==> config.mk <==
export PLATFORM = sky130hd
export DESIGN_NAME = dsc_top
export DESIGN_NICKNAME = d
export VERILOG_FILES = /design/src/include/dsc_pkg.sv /design/src/dsc_top.sv
export SDC_FILE = /design/constraint.sdc
export NUM_CORES = 1
export LEC_CHECK = 0
export ABC_AREA = 1
export BUFFER_PORTS_ARGS = -buffer_cell sky130_fd_sc_hd__buf_4
export CORE_ASPECT_RATIO = 1.25
export CORE_MARGIN = 4
export CORE_UTILIZATION = 57
export DETAILED_ROUTE_END_ITERATION = 8
export GPL_TIMING_DRIVEN = 0
export PLACE_DENSITY = 0.78
export SYNTH_ARGS = -nofsm -noshare
export SYNTH_HDL_FRONTEND = slang
export SYNTH_SLANG_ARGS = --single-unit
==> constraint.sdc <==
create_clock -name CLOCK -period 2.3 [get_ports CLOCK]
set_clock_uncertainty 0.05 [all_clocks]
set_input_delay 0 -clock CLOCK [delete_from_list [all_inputs] [get_ports CLOCK]]
set_output_delay 0 -clock CLOCK [all_outputs]
set_load 0.01 [all_outputs]
==> src/include/dsc_pkg.sv <==
// Package for the shutdown command unit of a 256-tap volatile potentiometer.
// Assumes one design file imports it whole and uses its types on its ports.
package dsc_pkg;

  localparam int FRAME_BITS = 16;
  localparam logic [4:0] LAST_BIT = 5'h0F;
  localparam logic [4:0] FULL_CNT = 5'h10;

  localparam logic [7:0] TAP_MIN = 8'h00;
  localparam logic [7:0] TAP_CENTRE = 8'h80;
  localparam logic [7:0] TAP_MAX = 8'hFF;
  localparam logic [7:0] WIPER_RESET = 8'h80;
  localparam logic PUMP_RESET = 1'b1;

  localparam logic [7:0] CMD_WIPER_WRITE = 8'h00;
  localparam logic [7:0] CMD_LEAVE_SHUTDOWN = 8'h80;
  localparam logic [7:0] CMD_OPEN_TOP_END_FORCE_MAX = 8'h93;
  localparam logic [7:0] CMD_OPEN_BOTTOM_END_HOLD_STORED = 8'h88;
  localparam logic [7:0] CMD_OPEN_BOTTOM_END_FORCE_MIN = 8'h89;
  localparam logic [7:0] CMD_OPEN_BOTTOM_END_FORCE_CENTRE = 8'h8A;
  localparam logic [7:0] CMD_OPEN_BOTTOM_END_FORCE_MAX = 8'h8B;
  localparam logic [7:0] CMD_OPEN_TAP_TERMINAL = 8'h8C;
  localparam logic [7:0] CMD_PUMP_DISABLE = 8'hA0;
  localparam logic [7:0] CMD_PUMP_ENABLE = 8'hA1;
  localparam logic [7:0] CMD_RESET = 8'hC0;

  typedef enum logic [2:0] {
    DSC_RUN = 3'h0,
    DSC_TOP_MAX = 3'h1,
    DSC_BOT_HOLD = 3'h3,
    DSC_BOT_MIN = 3'h2,
    DSC_BOT_CENTRE = 3'h6,
    DSC_BOT_MAX = 3'h7,
    DSC_TAP_OPEN = 3'h5
  } dsc_mode_e;

  typedef struct packed {
    logic [7:0] tap;
    logic [7:0] wiper;
    logic open_top;
    logic open_bottom;
    logic open_tap;
  } dsc_pot_s;

  typedef struct packed {
    logic cs1;
    logic cs2;
    logic sck1;
    logic sck2;
    logic sck_p;
    logic din1;
    logic din2;
    logic [15:0] shift;
    logic [4:0] cnt;
    dsc_mode_e mode;
    logic pump;
    dsc_pot_s pot;
  } dsc_state_s;

endpackage

==> src/dsc_top.sv <==
// Serial command unit: receives 16-bit frames and drives tap, terminals and pump.
// Assumes CS_N, SCLK and DIN are asynchronous pins, SCLK much slower than CLOCK.
`timescale 1ns/1ps

// Behaviour
// - Top-end max shutdown: tap 0xFF, top open
// - Bottom hold shutdown: bottom open, tap stored
// - Bottom min shutdown: tap 0x00, bottom open
// - Bottom centre shutdown: tap 0x80, bottom open
// - Bottom max shutdown: tap 0xFF, bottom open
// - Tap-open shutdown: tap terminal open, stored
// - Wiper writes ignored during any shutdown
// - Clearing shutdown reconnects, restores, unlocks writes
// - Reset command: wiper 0x80, pump on, run
// - Shutdown commands keep pump state
// - Pump enable command; enabled after power-on
// - Pump disable command enters low power
// - Shift on falling edges, act after all
// - Leave-shutdown restores everything, pump untouched
// - Power-on wiper register is midscale
module dsc_top
  import dsc_pkg::*;
(
  input wire logic CLOCK,
  input wire logic SYS_RST,
  input wire logic CS_N,
  input wire logic SCLK,
  input wire logic DIN,
  output dsc_pkg::dsc_pot_s POT,
  output logic PUMP_EN,
  output logic LOW_POWER
);
  import dsc_pkg::*;

  dsc_state_s s_q;
  dsc_state_s s_d;
  logic fall;
  logic exec;
  logic [15:0] word;
  logic [7:0] cmd;
  logic [7:0] dat;

  // Falling serial clock inside a selected frame.
  assign fall = s_q.sck_p & ~s_q.sck2 & ~s_q.cs2;
  assign exec = fall && (s_q.cnt == LAST_BIT);
  assign word = {s_q.shift[14:0], s_q.din2};
  assign cmd = word[15:8];
  assign dat = word[7:0];

  always_comb begin
    s_d = s_q;
    s_d.cs1 = CS_N;
    s_d.cs2 = s_q.cs1;
    s_d.sck1 = SCLK;
    s_d.sck2 = s_q.sck1;
    s_d.sck_p = s_q.sck2;
    s_d.din1 = DIN;
    s_d.din2 = s_q.din1;
    if (s_q.cs2) begin
      s_d.cnt = 5'h00;
    end else if (fall && s_q.cnt != FULL_CNT) begin
      s_d.shift = word;
      s_d.cnt = s_q.cnt + 5'h01;
    end
    if (exec) begin
      case (cmd)
        CMD_WIPER_WRITE: begin
          if (s_q.mode == DSC_RUN) begin
            s_d.pot.wiper = dat;
          end
        end
        CMD_LEAVE_SHUTDOWN: s_d.mode = DSC_RUN;
        CMD_OPEN_TOP_END_FORCE_MAX: s_d.mode = DSC_TOP_MAX;
        CMD_OPEN_BOTTOM_END_HOLD_STORED: s_d.mode = DSC_BOT_HOLD;
        CMD_OPEN_BOTTOM_END_FORCE_MIN: s_d.mode = DSC_BOT_MIN;
        CMD_OPEN_BOTTOM_END_FORCE_CENTRE: s_d.mode = DSC_BOT_CENTRE;
        CMD_OPEN_BOTTOM_END_FORCE_MAX: s_d.mode = DSC_BOT_MAX;
        CMD_OPEN_TAP_TERMINAL: s_d.mode = DSC_TAP_OPEN;
        CMD_PUMP_ENABLE: s_d.pump = 1'b1;
        CMD_PUMP_DISABLE: s_d.pump = 1'b0;
        CMD_RESET: begin
          s_d.pot.wiper = WIPER_RESET;
          s_d.pump = PUMP_RESET;
          s_d.mode = DSC_RUN;
        end
        default: s_d.mode = s_q.mode;
      endcase
    end
    s_d.pot.open_top = (s_d.mode == DSC_TOP_MAX);
    s_d.pot.open_bottom = (s_d.mode == DSC_BOT_HOLD) || (s_d.mode == DSC_BOT_MIN)
      || (s_d.mode == DSC_BOT_CENTRE) || (s_d.mode == DSC_BOT_MAX);
    s_d.pot.open_tap = (s_d.mode == DSC_TAP_OPEN);
    case (s_d.mode)
      DSC_TOP_MAX: s_d.pot.tap = TAP_MAX;
      DSC_BOT_MIN: s_d.pot.tap = TAP_MIN;
      DSC_BOT_CENTRE: s_d.pot.tap = TAP_CENTRE;
      DSC_BOT_MAX: s_d.pot.tap = TAP_MAX;
      default: s_d.pot.tap = s_d.pot.wiper;
    endcase
  end

  always_ff @(posedge CLOCK) begin
    if (SYS_RST) begin
      s_q <= '0;
      s_q.cs1 <= 1'b1;
      s_q.cs2 <= 1'b1;
      s_q.mode <= DSC_RUN;
      s_q.pump <= PUMP_RESET;
      s_q.pot.wiper <= WIPER_RESET;
      s_q.pot.tap <= WIPER_RESET;
    end else begin
      s_q <= s_d;
    end
  end

  assign POT = s_q.pot;
  assign PUMP_EN = s_q.pump;
  assign LOW_POWER = ~s_q.pump;
endmodule

---- Yosys cells after proc, flatten, opt, wreduce, memory -nomap -nowiden ----
Cells that the tools add are included.
word-level totals
  register bits ........................... 50
  output and inout port bits .............. 21
operators by class
  reductions and logical operators ........ 14
  bitwise operators ....................... 5
  equal/unequal tests ..................... 18
  add/subtract/negate cells ............... 1
  multiplexer cells ....................... 7
operators by type and width
  operator               number
  $eq A8 B8 Y1 const B   10
  $pmux W8 S3            1
  $pmux W3 S7            1
  $mux W8                2
  $pmux W8 S2            1
  $eq A3 B3 Y1 const B   3
  $logic_not A8 Y1       1
  $reduce_or A2 Y1       4
  $eq A3 B2 Y1 const B   2
  $add A5 B1 Y5 const B  1
  $eq A5 B4 Y1 const B   1
  $ne A5 B5 Y1 const B   1
  $mux W4                1
  $reduce_and A2 Y1      2
  $eq A3 B1 Y1 const B   1
  $logic_not A3 Y1       1
  $logic_or A1 B1 Y1     3
  $not A1 Y1             3
  $and A1 B1 Y1          2
  $logic_and A1 B1 Y1    2
  $pmux W1 S2            1
  $reduce_bool A2 Y1     1

---- Logic depth before layout (Yosys ltp) ----
Gate-level depths: netlist of the first run.
  depth after elaboration ................. 9
  mapped depth ............................ 15
  depth with buffers taken out ............ 15

---- Worst setup path before layout of the first run ----
No wires, ideal clock.
  path type ............................... reg-to-reg
  from .................................... reg s_q[24] in the netlist's numbering
  to ...................................... reg s_q, in the netlist POT[11]
  clock period less this slack ............ 1908 ps
  arrival time ............................ 1744 ps
  data required time ...................... 2136 ps
  cell stages (with the launch flop) ...... 16
  slack ................................... 392 ps
  buffers on the path ..................... 0
  cell sequence ........................... dfxtp_1 ha_1 inv_1 nor3_1 ha_1 nand2_1 inv_2 nand2_2 nand2_4 nand2_4 nand2_4 inv_4 nand3_4 nand2_2 nand2_4 nand2_2
between the ends
  cells in the longest elaborated chain, start to end .. 6
  elaborated cells on any way between the ends .. 10
  classes of those cells .................. 5 x eq/ne; 3 x mux; 2 x reduce/logical
ends and longest elaborated chain
  element                                       line           text
  start, declared                               dsc_top.sv:35  dsc_state_s s_q;
  $eq A5 B4 Y1 *                                dsc_top.sv:45  assign exec = fall && (s_q.cnt == LAST_BIT);
  $logic_and A1 B1 Y1 *                         dsc_top.sv:45
  $mux W4                                       dsc_top.sv:65  if (exec) begin
  $eq A3 B1 Y1 or $eq A3 B3 Y1 (tied branches)  dsc_top.sv:93  case (s_d.mode)
  $reduce_or A2 Y1 (no source line)             n/a
  $pmux W8 S3 *                                 dsc_top.sv:93
Mark *: on every way between the ends. The rest lies on a longest branch, timed or not.
A chain may end at the register's enable or synchronous reset.

---- Worst setup path after layout of the first run ----
  from .................................... reg s_q[24] in the netlist's numbering
  to ...................................... reg s_q, in the netlist POT[14]
The elaborated chain is that of the path after synthesis.

==> summary.md, run 1 <==
| Metric | Value |
|---|---|
| Status | `completed` |
| Compound-Gate Fraction of Synth Area | `9.74%` |
| H-tree depth | `2` |
| P_sw | `about 0.33 mW` |
| DR iter-0 viols | `87` |
| Ys flop type | `dfxtp_1` |
| Die X | `around 65 µm` |
| Num CTS Buffers | `5` |
| Slew margin rel. | `around 66%` |
| Setup WS pre-CTS | `0.134 ns` |
| Port Buffers | `24` |
| P per Cell Area | `538 nW/µm²` |
| Crit path DAT | `between 2 and 2.5 ns` |
| Initial antenna violation count | `0` |
| RSZ-0062 raised after global routing | `no` |
| Internal power | `1.14 mW` |
| FF+latch area | `1000 µm²` |
| Total power | `~1.5 mW` |
| Distinct cells, synth | `25` |
| Final worst slack | `0.184 ns` |
| Async S/R FF share, synth | `0%` |
| Required time of the critical path | `2.50 ns` |
| Core Area | `a little under 4000 µm²` |
| Avg Synthesized Cell Area | `a little under 8 µm²` |
| Switching Share | `approximately 22%` |
| Initial core utilization | `about 60%` |
| Worst Setup EP | `POT[14]$_SDFF_PP0_` |
| Clock transition at path regs | `~0.10 ns` |
| Maximum fanout along the worst path | `6` |
| Final #Nets | `~340` |
| Syn Inst Count | `300` |
| Synth Area in Adders | `around 1.6%` |
| Max clock buf depth | `2` |
| Largest net degree at the start of global routing | `17` |
| Clock sink count | `50` |
| Final cell count without fillers | `around 400` |
| Total Wirelength | `4.36 mm` |
| Dpl cells | `between 300 and 400` |
| Antenna Violating Nets Remaining | `0` |
| Syn Nets | `slightly above 300` |
| Full die area | `5170 µm²` |
| Startpoint Class | `flop` |
| Final hold viol count | `0` |
| Synth top area share | `~43%` |
| First-pass GRT wire length | `approximately 7.8 mm` |
| Setup Viol. Count Final | `0` |
| CP Launch Point | `s_q[24]$_SDFFE_PP0P_` |
| Crit share post-route | `92.0%` |
| Grt peak-use layer | `met2` |
| # IOs | `26` |
| DP Area | `about 2600 µm²` |
| Final Critical Period | `2.12 ns` |
| Seq/Total Area, Yosys | `approximately 43%` |
| Number of global-route vias before repair | `about 1800` |
| Layout cells sized above 1 | `between 30% and 40%` |
| Fillers | `between 300 and 400` |
| Synth cell count leaders | `50 x dfxtp_1, 44 x nor2_1, 30 x nand2_1, 25 x inv_1, 22 x o21ai_0` |
| Worst-Margin Slew | `0.506 ns` |
| DR DRC count | `0` |
| Global-route met1 utilization | `roughly a quarter` |
| Top-count cell post-synth | `dfxtp_1` |
| Hold Path Class | `input port to flop` |
| Fin. max-slew vios | `0` |
| FF-to-FF path depth | `12` |
| Design Area, Final | `approximately 2700 µm²` |
| Top area cells in the synthesized netlist | `dfxtp_1 43%, nor2_1 7.1%, buf_4 6.1%` |
| Area of the multi-input gates | `1030 µm²` |
| Hpwl dp | `3.33 mm` |
| Post-Synth XOR/XNOR Area | `0%` |
| CTS Root Cell | `clkbuf_8` |
| Max-Cap Viols | `0` |
| Clk_lat worst skew | `around 0.30 ns` |
| Setup_tns | `0 ns` |
| Drt first pass iters | `4` |
| Yosys warns | `0` |
| Layout area overhead | `17.2%` |
| Critical path class | `flop to flop` |
| Reg-to-reg critical path endpoint | `POT[14]$_SDFF_PP0_` |
| Post-synth EDFFs | `0` |
| Chip Height | `~79 µm` |
| CP Capture Type | `flop` |
| Vias per cell | `4.94` |
| Drt wl/cell | `~11 µm` |
| Mux contribution to synthesized area | `0%` |
| Post-synthesis simple-gate area fraction | `around a third` |
| Yosys top cell by area | `dfxtp_1` |
| Grt total ovfl | `0` |
| Post-Syn Area | `2320 µm²` |
| Worst vdd ir | `approximately 0.5 mV` |
| Ant. Diodes | `0` |
| Logic pwr share | `3.0%` |
| Overall via count from detail_route | `between 1500 and 2000` |
| TritonCTS clock tree | `done` |
| Met3 Usage GRT | `4.08%` |
| Sequential Power Share | `59.8%` |
| Met2 usage | `a little under a third` |
| R2R Setup Slk | `between 0.15 and 0.2 ns` |
| Row Count | `25` |
| Clk pwr share | `37.2%` |
| Tot GR Track Use | `approximately a fifth` |
| Largest family of logic cells by synthesized area | `simple AND/OR/NAND/NOR gates` |
| Max Fclk | `472 MHz` |
| R2R Path Start | `s_q[24]$_SDFFE_PP0P_` |
| #FFs+latches synth | `50` |
| RD Place Congestion | `0.861` |
| Pleak | `around 1.3 nW` |
-- through the flow --
stage          hold WS [ns]  utilization (%)
3_3_place_gp          0.136             66.9
4_1_cts              0.0768             70.2
6_report             0.0807             70.8
2_1_floorplan        0.0538                -
3_5_place_dp          0.141             66.9
5_1_grt               0.104             70.8
-- registers in the layout, summed over array words and instances (netlist names) --
| register | cells |
|---|---|
| s_d | 4 |
| s_q | 10 |
| POT | 19 |
| cmd | 8 |
| dat | 8 |
| PUMP_EN | 1 |
-- worst min path at each step --
stage          startpoint            endpoint  depth (start not counted)
3_3_place_gp         CS_N  s_d[49]$_SDFF_PP1_                          2
3_5_place_dp         CS_N  s_d[49]$_SDFF_PP1_                          2
2_1_floorplan        CS_N  s_d[49]$_SDFF_PP1_                          1
5_1_grt           SYS_RST   POT[3]$_SDFF_PP0_                          2
6_report          SYS_RST  s_q[20]$_SDFF_PP0_                          2
4_1_cts           SYS_RST  s_q[20]$_SDFF_PP0_                          2
-- layer usage --
metal  vias to the layer above  wire length (µm)
li1                       1016                 -
met1                       870              1970
met2                        40              2120
met3                         6               206
met4                         0                63
met5                         -                 0
-- placed cells by master (no fill, tap or decap), types with 2 or more instances in the layout --
| cell type | instances |
|---|---|
| ha_1 | 2 |
| nor2_2 | 3 |
| or2_2 | 2 |
| nand4_1 | 11 |
| nand2_2 | 18 |
| nand2_1 | 29 |
| nor3_1 | 8 |
| nand3_1 | 11 |
| inv_4 | 2 |
| clkbuf_1 | 6 |
| nor2_4 | 4 |
| o21ai_0 | 22 |
| dfxtp_1 | 50 |
| a21oi_1 | 19 |
| inv_2 | 9 |
| clkbuf_8 | 6 |
| nand2_4 | 7 |
| buf_4 | 45 |
| nor2_1 | 44 |
| dlygate4sd3_1 | 3 |
| nand3_2 | 3 |
| inv_1 | 25 |
-- final cells by class --
class	count	area share, %
clock inverters	2	0.597
multi-input cells	189	37.7
clock buffers	6	3.03
plain buffers	25	6.06
repair buffers	29	8.27
well taps	54	2.48
flip-flops and latches	50	36.7
inverters	36	5.14
-- critical path, stage by stage (launching register included) --
cell     delay, ns
dfxtp_1       0.37
ha_2          0.21
inv_1         0.04
nor3_1        0.14
ha_1          0.18
nand2_2       0.10
inv_4         0.12
nand2_4       0.07
nor2_4        0.15
a21oi_1       0.08
nor3_1        0.32
nand4_1       0.17
nand2_2       0.07
-- cells by family after synthesis --
family | Yosys count
AO/OA/AOI/OAI | 44
adder cells (fa/ha/maj) | 3
buffers and inverters | 61
flip-flops | 50
AND/OR/NAND/NOR | 142
-- power groups by stage --
stage                     clock network (mW)  logic, mW  registers (mW)
after floorplan                            0     0.0291           0.895
after global placement                     0     0.0393           0.896
after detailed placement                   0     0.0401           0.896
after CTS                              0.557     0.0442           0.876
after global routing                   0.600     0.0512           0.877
final                                  0.546     0.0444           0.876
-- repair_timing --
action / CTS / global route
setup endpoints to repair: 0 / 8
setup buffers: 0 / 2
hold buffers: 3 / 0
hold endpoints to repair: 3 / 0
resized for setup: 0 / 3
Note: power is estimated with default switching activity, not from simulation.
==> run 2: changes to the inputs <==
--- a/config.mk
+++ b/config.mk
@@ -5,13 +5,13 @@
 export SDC_FILE = /design/constraint.sdc
 export NUM_CORES = 1
 export LEC_CHECK = 0
-export ABC_AREA = 1
+export ABC_AREA = 0
 export BUFFER_PORTS_ARGS = -buffer_cell sky130_fd_sc_hd__buf_4
 export CORE_ASPECT_RATIO = 1.25
 export CORE_MARGIN = 4
 export CORE_UTILIZATION = 57
 export DETAILED_ROUTE_END_ITERATION = 8
-export GPL_TIMING_DRIVEN = 0
+export GPL_TIMING_DRIVEN = 1
 export PLACE_DENSITY = 0.78
 export SYNTH_ARGS = -nofsm -noshare
 export SYNTH_HDL_FRONTEND = slang
==> summary.md, run 2 <==
| Metric | Value |
|---|---|
| Post-Synth XOR/XNOR Area | `1.96%` |
| Crit share post-route | `105%` |
| Required time of the critical path | `2.52 ns` |
| P per Cell Area | `between 500 and 600 nW/µm²` |
| Most common cell after layout, fill and taps aside | `buf_4` |
| Status | `finished, violations left` |
| Syn Inst Count | `234` |
| Yosys warns | `0` |
| Final Critical Period | `2.42 ns` |
| Full die area | `roughly 5000 µm²` |
| Critical path class | `flop to flop` |
| Post-synth EDFFs | `0` |
| Drt wl/cell | `14.0 µm` |
| Die X | `between 60 and 70 µm` |
| Clock sink count | `50` |
| Syn Nets | `242` |
| Worst-Margin Slew | `0.476 ns` |
| Vias per cell | `roughly 5.2` |
| Overall via count from detail_route | `~1700` |
| First-pass GRT wire length | `7.49 mm` |
| Core Area | `3780 µm²` |
| Synth cell count leaders | `50 x dfxtp_1, 31 x nor2_1, 20 x mux2i_1, 19 x buf_4, 17 x nand2_1` |
| DR DRC count | `0` |
| Clock transition at path regs | `approximately 0.10 ns` |
| H-tree depth | `2` |
| Layout cells sized above 1 | `between 30% and 40%` |
| Mux contribution to synthesized area | `8.94%` |
| Async S/R FF share, synth | `0%` |
| Num CTS Buffers | `5` |
| Grt total ovfl | `0` |
| Synth Area in Adders | `1.68%` |
| Most frequent cells in the layout | `59 x buf_4, 48 x dfxtp_1, 31 x nor2_1, 20 x mux2i_1, 17 x nand2_1` |
| Internal power | `about 1.1 mW` |
| Port Buffers | `25` |
| Antenna Violating Nets Remaining | `0` |
| # IOs | `26` |
| Logic pwr share | `around 2.3%` |
| RD Place Congestion | `0.806` |
| Ant. Diodes | `0` |
| Layout area overhead | `27.3%` |
| Largest family of logic cells by synthesized area | `simple AND/OR/NAND/NOR gates` |
| Slew margin rel. | `68.2%` |
| Startpoint Class | `flop` |
| Initial core utilization | `slightly below 60%` |
| Yosys top cell by area | `dfxtp_1` |
| Max reg flops | `19` |
| Buf/Inv on CP | `1` |
| RSZ-0062 raised after global routing | `yes` |
| Setup Viol. Count Final | `9` |
| Max Fclk | `slightly above 400 MHz` |
| TritonCTS clock tree | `done` |
| Post-synthesis simple-gate area fraction | `21.2%` |
| Final #Nets | `between 200 and 300` |
| Switching Share | `between 20% and 30%` |
| Hold Path Class | `input port to flop` |
| Clk pwr share | `between 30 and 40%` |
| Crit path DAT | `approximately 2.6 ns` |
| Avg Synthesized Cell Area | `9.57 µm²` |
| Top-count cell post-synth | `dfxtp_1` |
| CP Capture Type | `flop` |
| Final worst slack | `-0.118 ns` |
| Compound-Gate Fraction of Synth Area | `a little under an eighth` |
| Setup_tns | `-0.906 ns` |
| Top cell by count, worst path | `ha_4` |
| CTS Root Cell | `clkbuf_8` |
| Cell family with the largest share of critical-path delay | `compound AO/OA/AOI/OAI gates` |
| Max clock buf depth | `2` |
| Final hold viol count | `0` |
| Chip Height | `just under 80 µm` |
| Max-Cap Viols | `0` |
| Hold_ws | `0.00925 ns` |
| Pleak | `approximately 1.1 nW` |
| CP max stage delay | `slightly above 0.5 ns` |
| DR iter-0 viols | `81` |
| Hold Path Stages | `2` |
| Crit path depth | `10` |
| Distinct cells, synth | `just under 50` |
| Failing checks | `setup timing` |
| CP max-delay cell | `or4bb_4` |
| Post-Syn Area | `between 2000 and 2500 µm²` |
| FF-to-FF path depth | `10` |
| Maximum fanout along the worst path | `7` |
| Total Wirelength | `4.63 mm` |
| Largest net degree at the start of global routing | `33` |
| Tot GR Track Use | `about a fifth` |
| Sequential Power Share | `between 60 and 70%` |
| Seq/Total Area, Yosys | `roughly 45%` |
| Worst vdd ir | `0.455 mV` |
| #FFs+latches synth | `50` |
| Drt first pass iters | `4` |
| Clk_lat worst skew | `between 0.3 and 0.4 ns` |
| P_sw | `0.342 mW` |
| Synth top area share | `approximately 45%` |
| Row Count | `25` |
| Worst-path cell chain | `ha_4, and3_4, ha_4, or4bb_4, buf_4, a2111oi_4, a22oi_2, a21boi_4, o21ai_1, nand2_1` |
| Ys flop type | `dfxtp_1` |
| Top area cells in the synthesized netlist | `dfxtp_1 45%, mux2i_1 8.9%, buf_4 6.4%` |
| Initial antenna violation count | `0` |
| Hpwl dp | `just over 3 mm` |
| Number of global-route vias before repair | `1713` |
| Fin. max-slew vios | `0` |
## run 2: what timing repair did
action | in CTS | in global routing
setup endpoints to repair | 13 | 13
buffers inserted | 3 | 3
cloned | 0 | 0
pin swaps | 8 | 13
gates resized for setup | 8 | 5
hold buffers | 3 | 0
hold endpoints to repair | 3 | 0
## run 2: final cells by class
class | count | area (µm²)
flip-flops and latches | 50 | 1000
clock inverters | 3 | 28.8
fillers | 241 | 936
clock buffers | 5 | 68.8
well taps | 54 | 67.6
multi-input cells | 146 | 1160
repair buffers | 63 | 484
inverters | 10 | 37.5
## run 2: worst register-to-register path, stage by stage (launching register included)
cell,delay [ns]
dfxtp_2,0.36
ha_4,0.13
and3_4,0.18
ha_4,0.12
or4bb_4,0.51
buf_4,0.17
a2111oi_4,0.24
a22oi_2,0.17
a21boi_4,0.26
o21ai_1,0.11
nand2_1,0.07
## run 2: final timing paths
kind                              from  slack [ns]                 end
setup / recovery  s_q[24]$_SDFFE_PP0P_       -0.12  POT[14]$_SDFF_PP0_
hold / removal                 SYS_RST       0.009  s_q[21]$_SDFF_PP0_
setup reg to reg  s_q[24]$_SDFFE_PP0P_       -0.12  POT[14]$_SDFF_PP0_
hold reg to reg     s_d[49]$_SDFF_PP1_        0.37  s_q[49]$_SDFF_PP1_
## run 2: cells by family (layout without fill, tap and decap cells)
| family | count (synthesis) | after routing |
|---|---|---|
| AOI/OAI and AO/OA | 29 | 29 |
| xor gates and xnor gates | 5 | 5 |
| adders and majority gates | 3 | 3 |
| buffers and inverters | 38 | 81 |
| DFF | 50 | 50 |
| muxes | 20 | 20 |
| and+or+nand+nor | 89 | 89 |
## run 2: power groups by stage
stage / clock network [mW] / registers, mW / logic, mW
final: 0.547 / 0.873 / 0.0329
after global routing: 0.593 / 0.874 / 0.0369
after global placement: 0 / 0.893 / 0.0282
after detailed placement: 0 / 0.893 / 0.0285
after floorplan: 0 / 0.893 / 0.0156
after CTS: 0.551 / 0.873 / 0.0325
## run 2: routing by layer
layer	vias up	GRT usage [%]	wire length [µm]
met4	0	5.62	51
met2	37	33.9	2480
met1	805	21.9	1940
met3	10	4.72	160
met5	-	0	0
li1	867	-	-
## run 2: stage by stage
step | power [mW] | cell area (µm²) | utilization, % | worst slack [ns] | instances
2_1_floorplan | 0.909 | 2300 | - | -0.0195 | 234
3_3_place_gp | 0.921 | 2590 | 68.4 | -0.0954 | 314
3_5_place_dp | 0.922 | 2590 | 68.4 | -0.166 | 314
4_1_cts | 1.46 | 2790 | 73.7 | -0.0456 | 328
5_1_grt | 1.50 | 2850 | 75.3 | -0.226 | 331
6_report | 1.45 | 2850 | 75.3 | -0.118 | 331
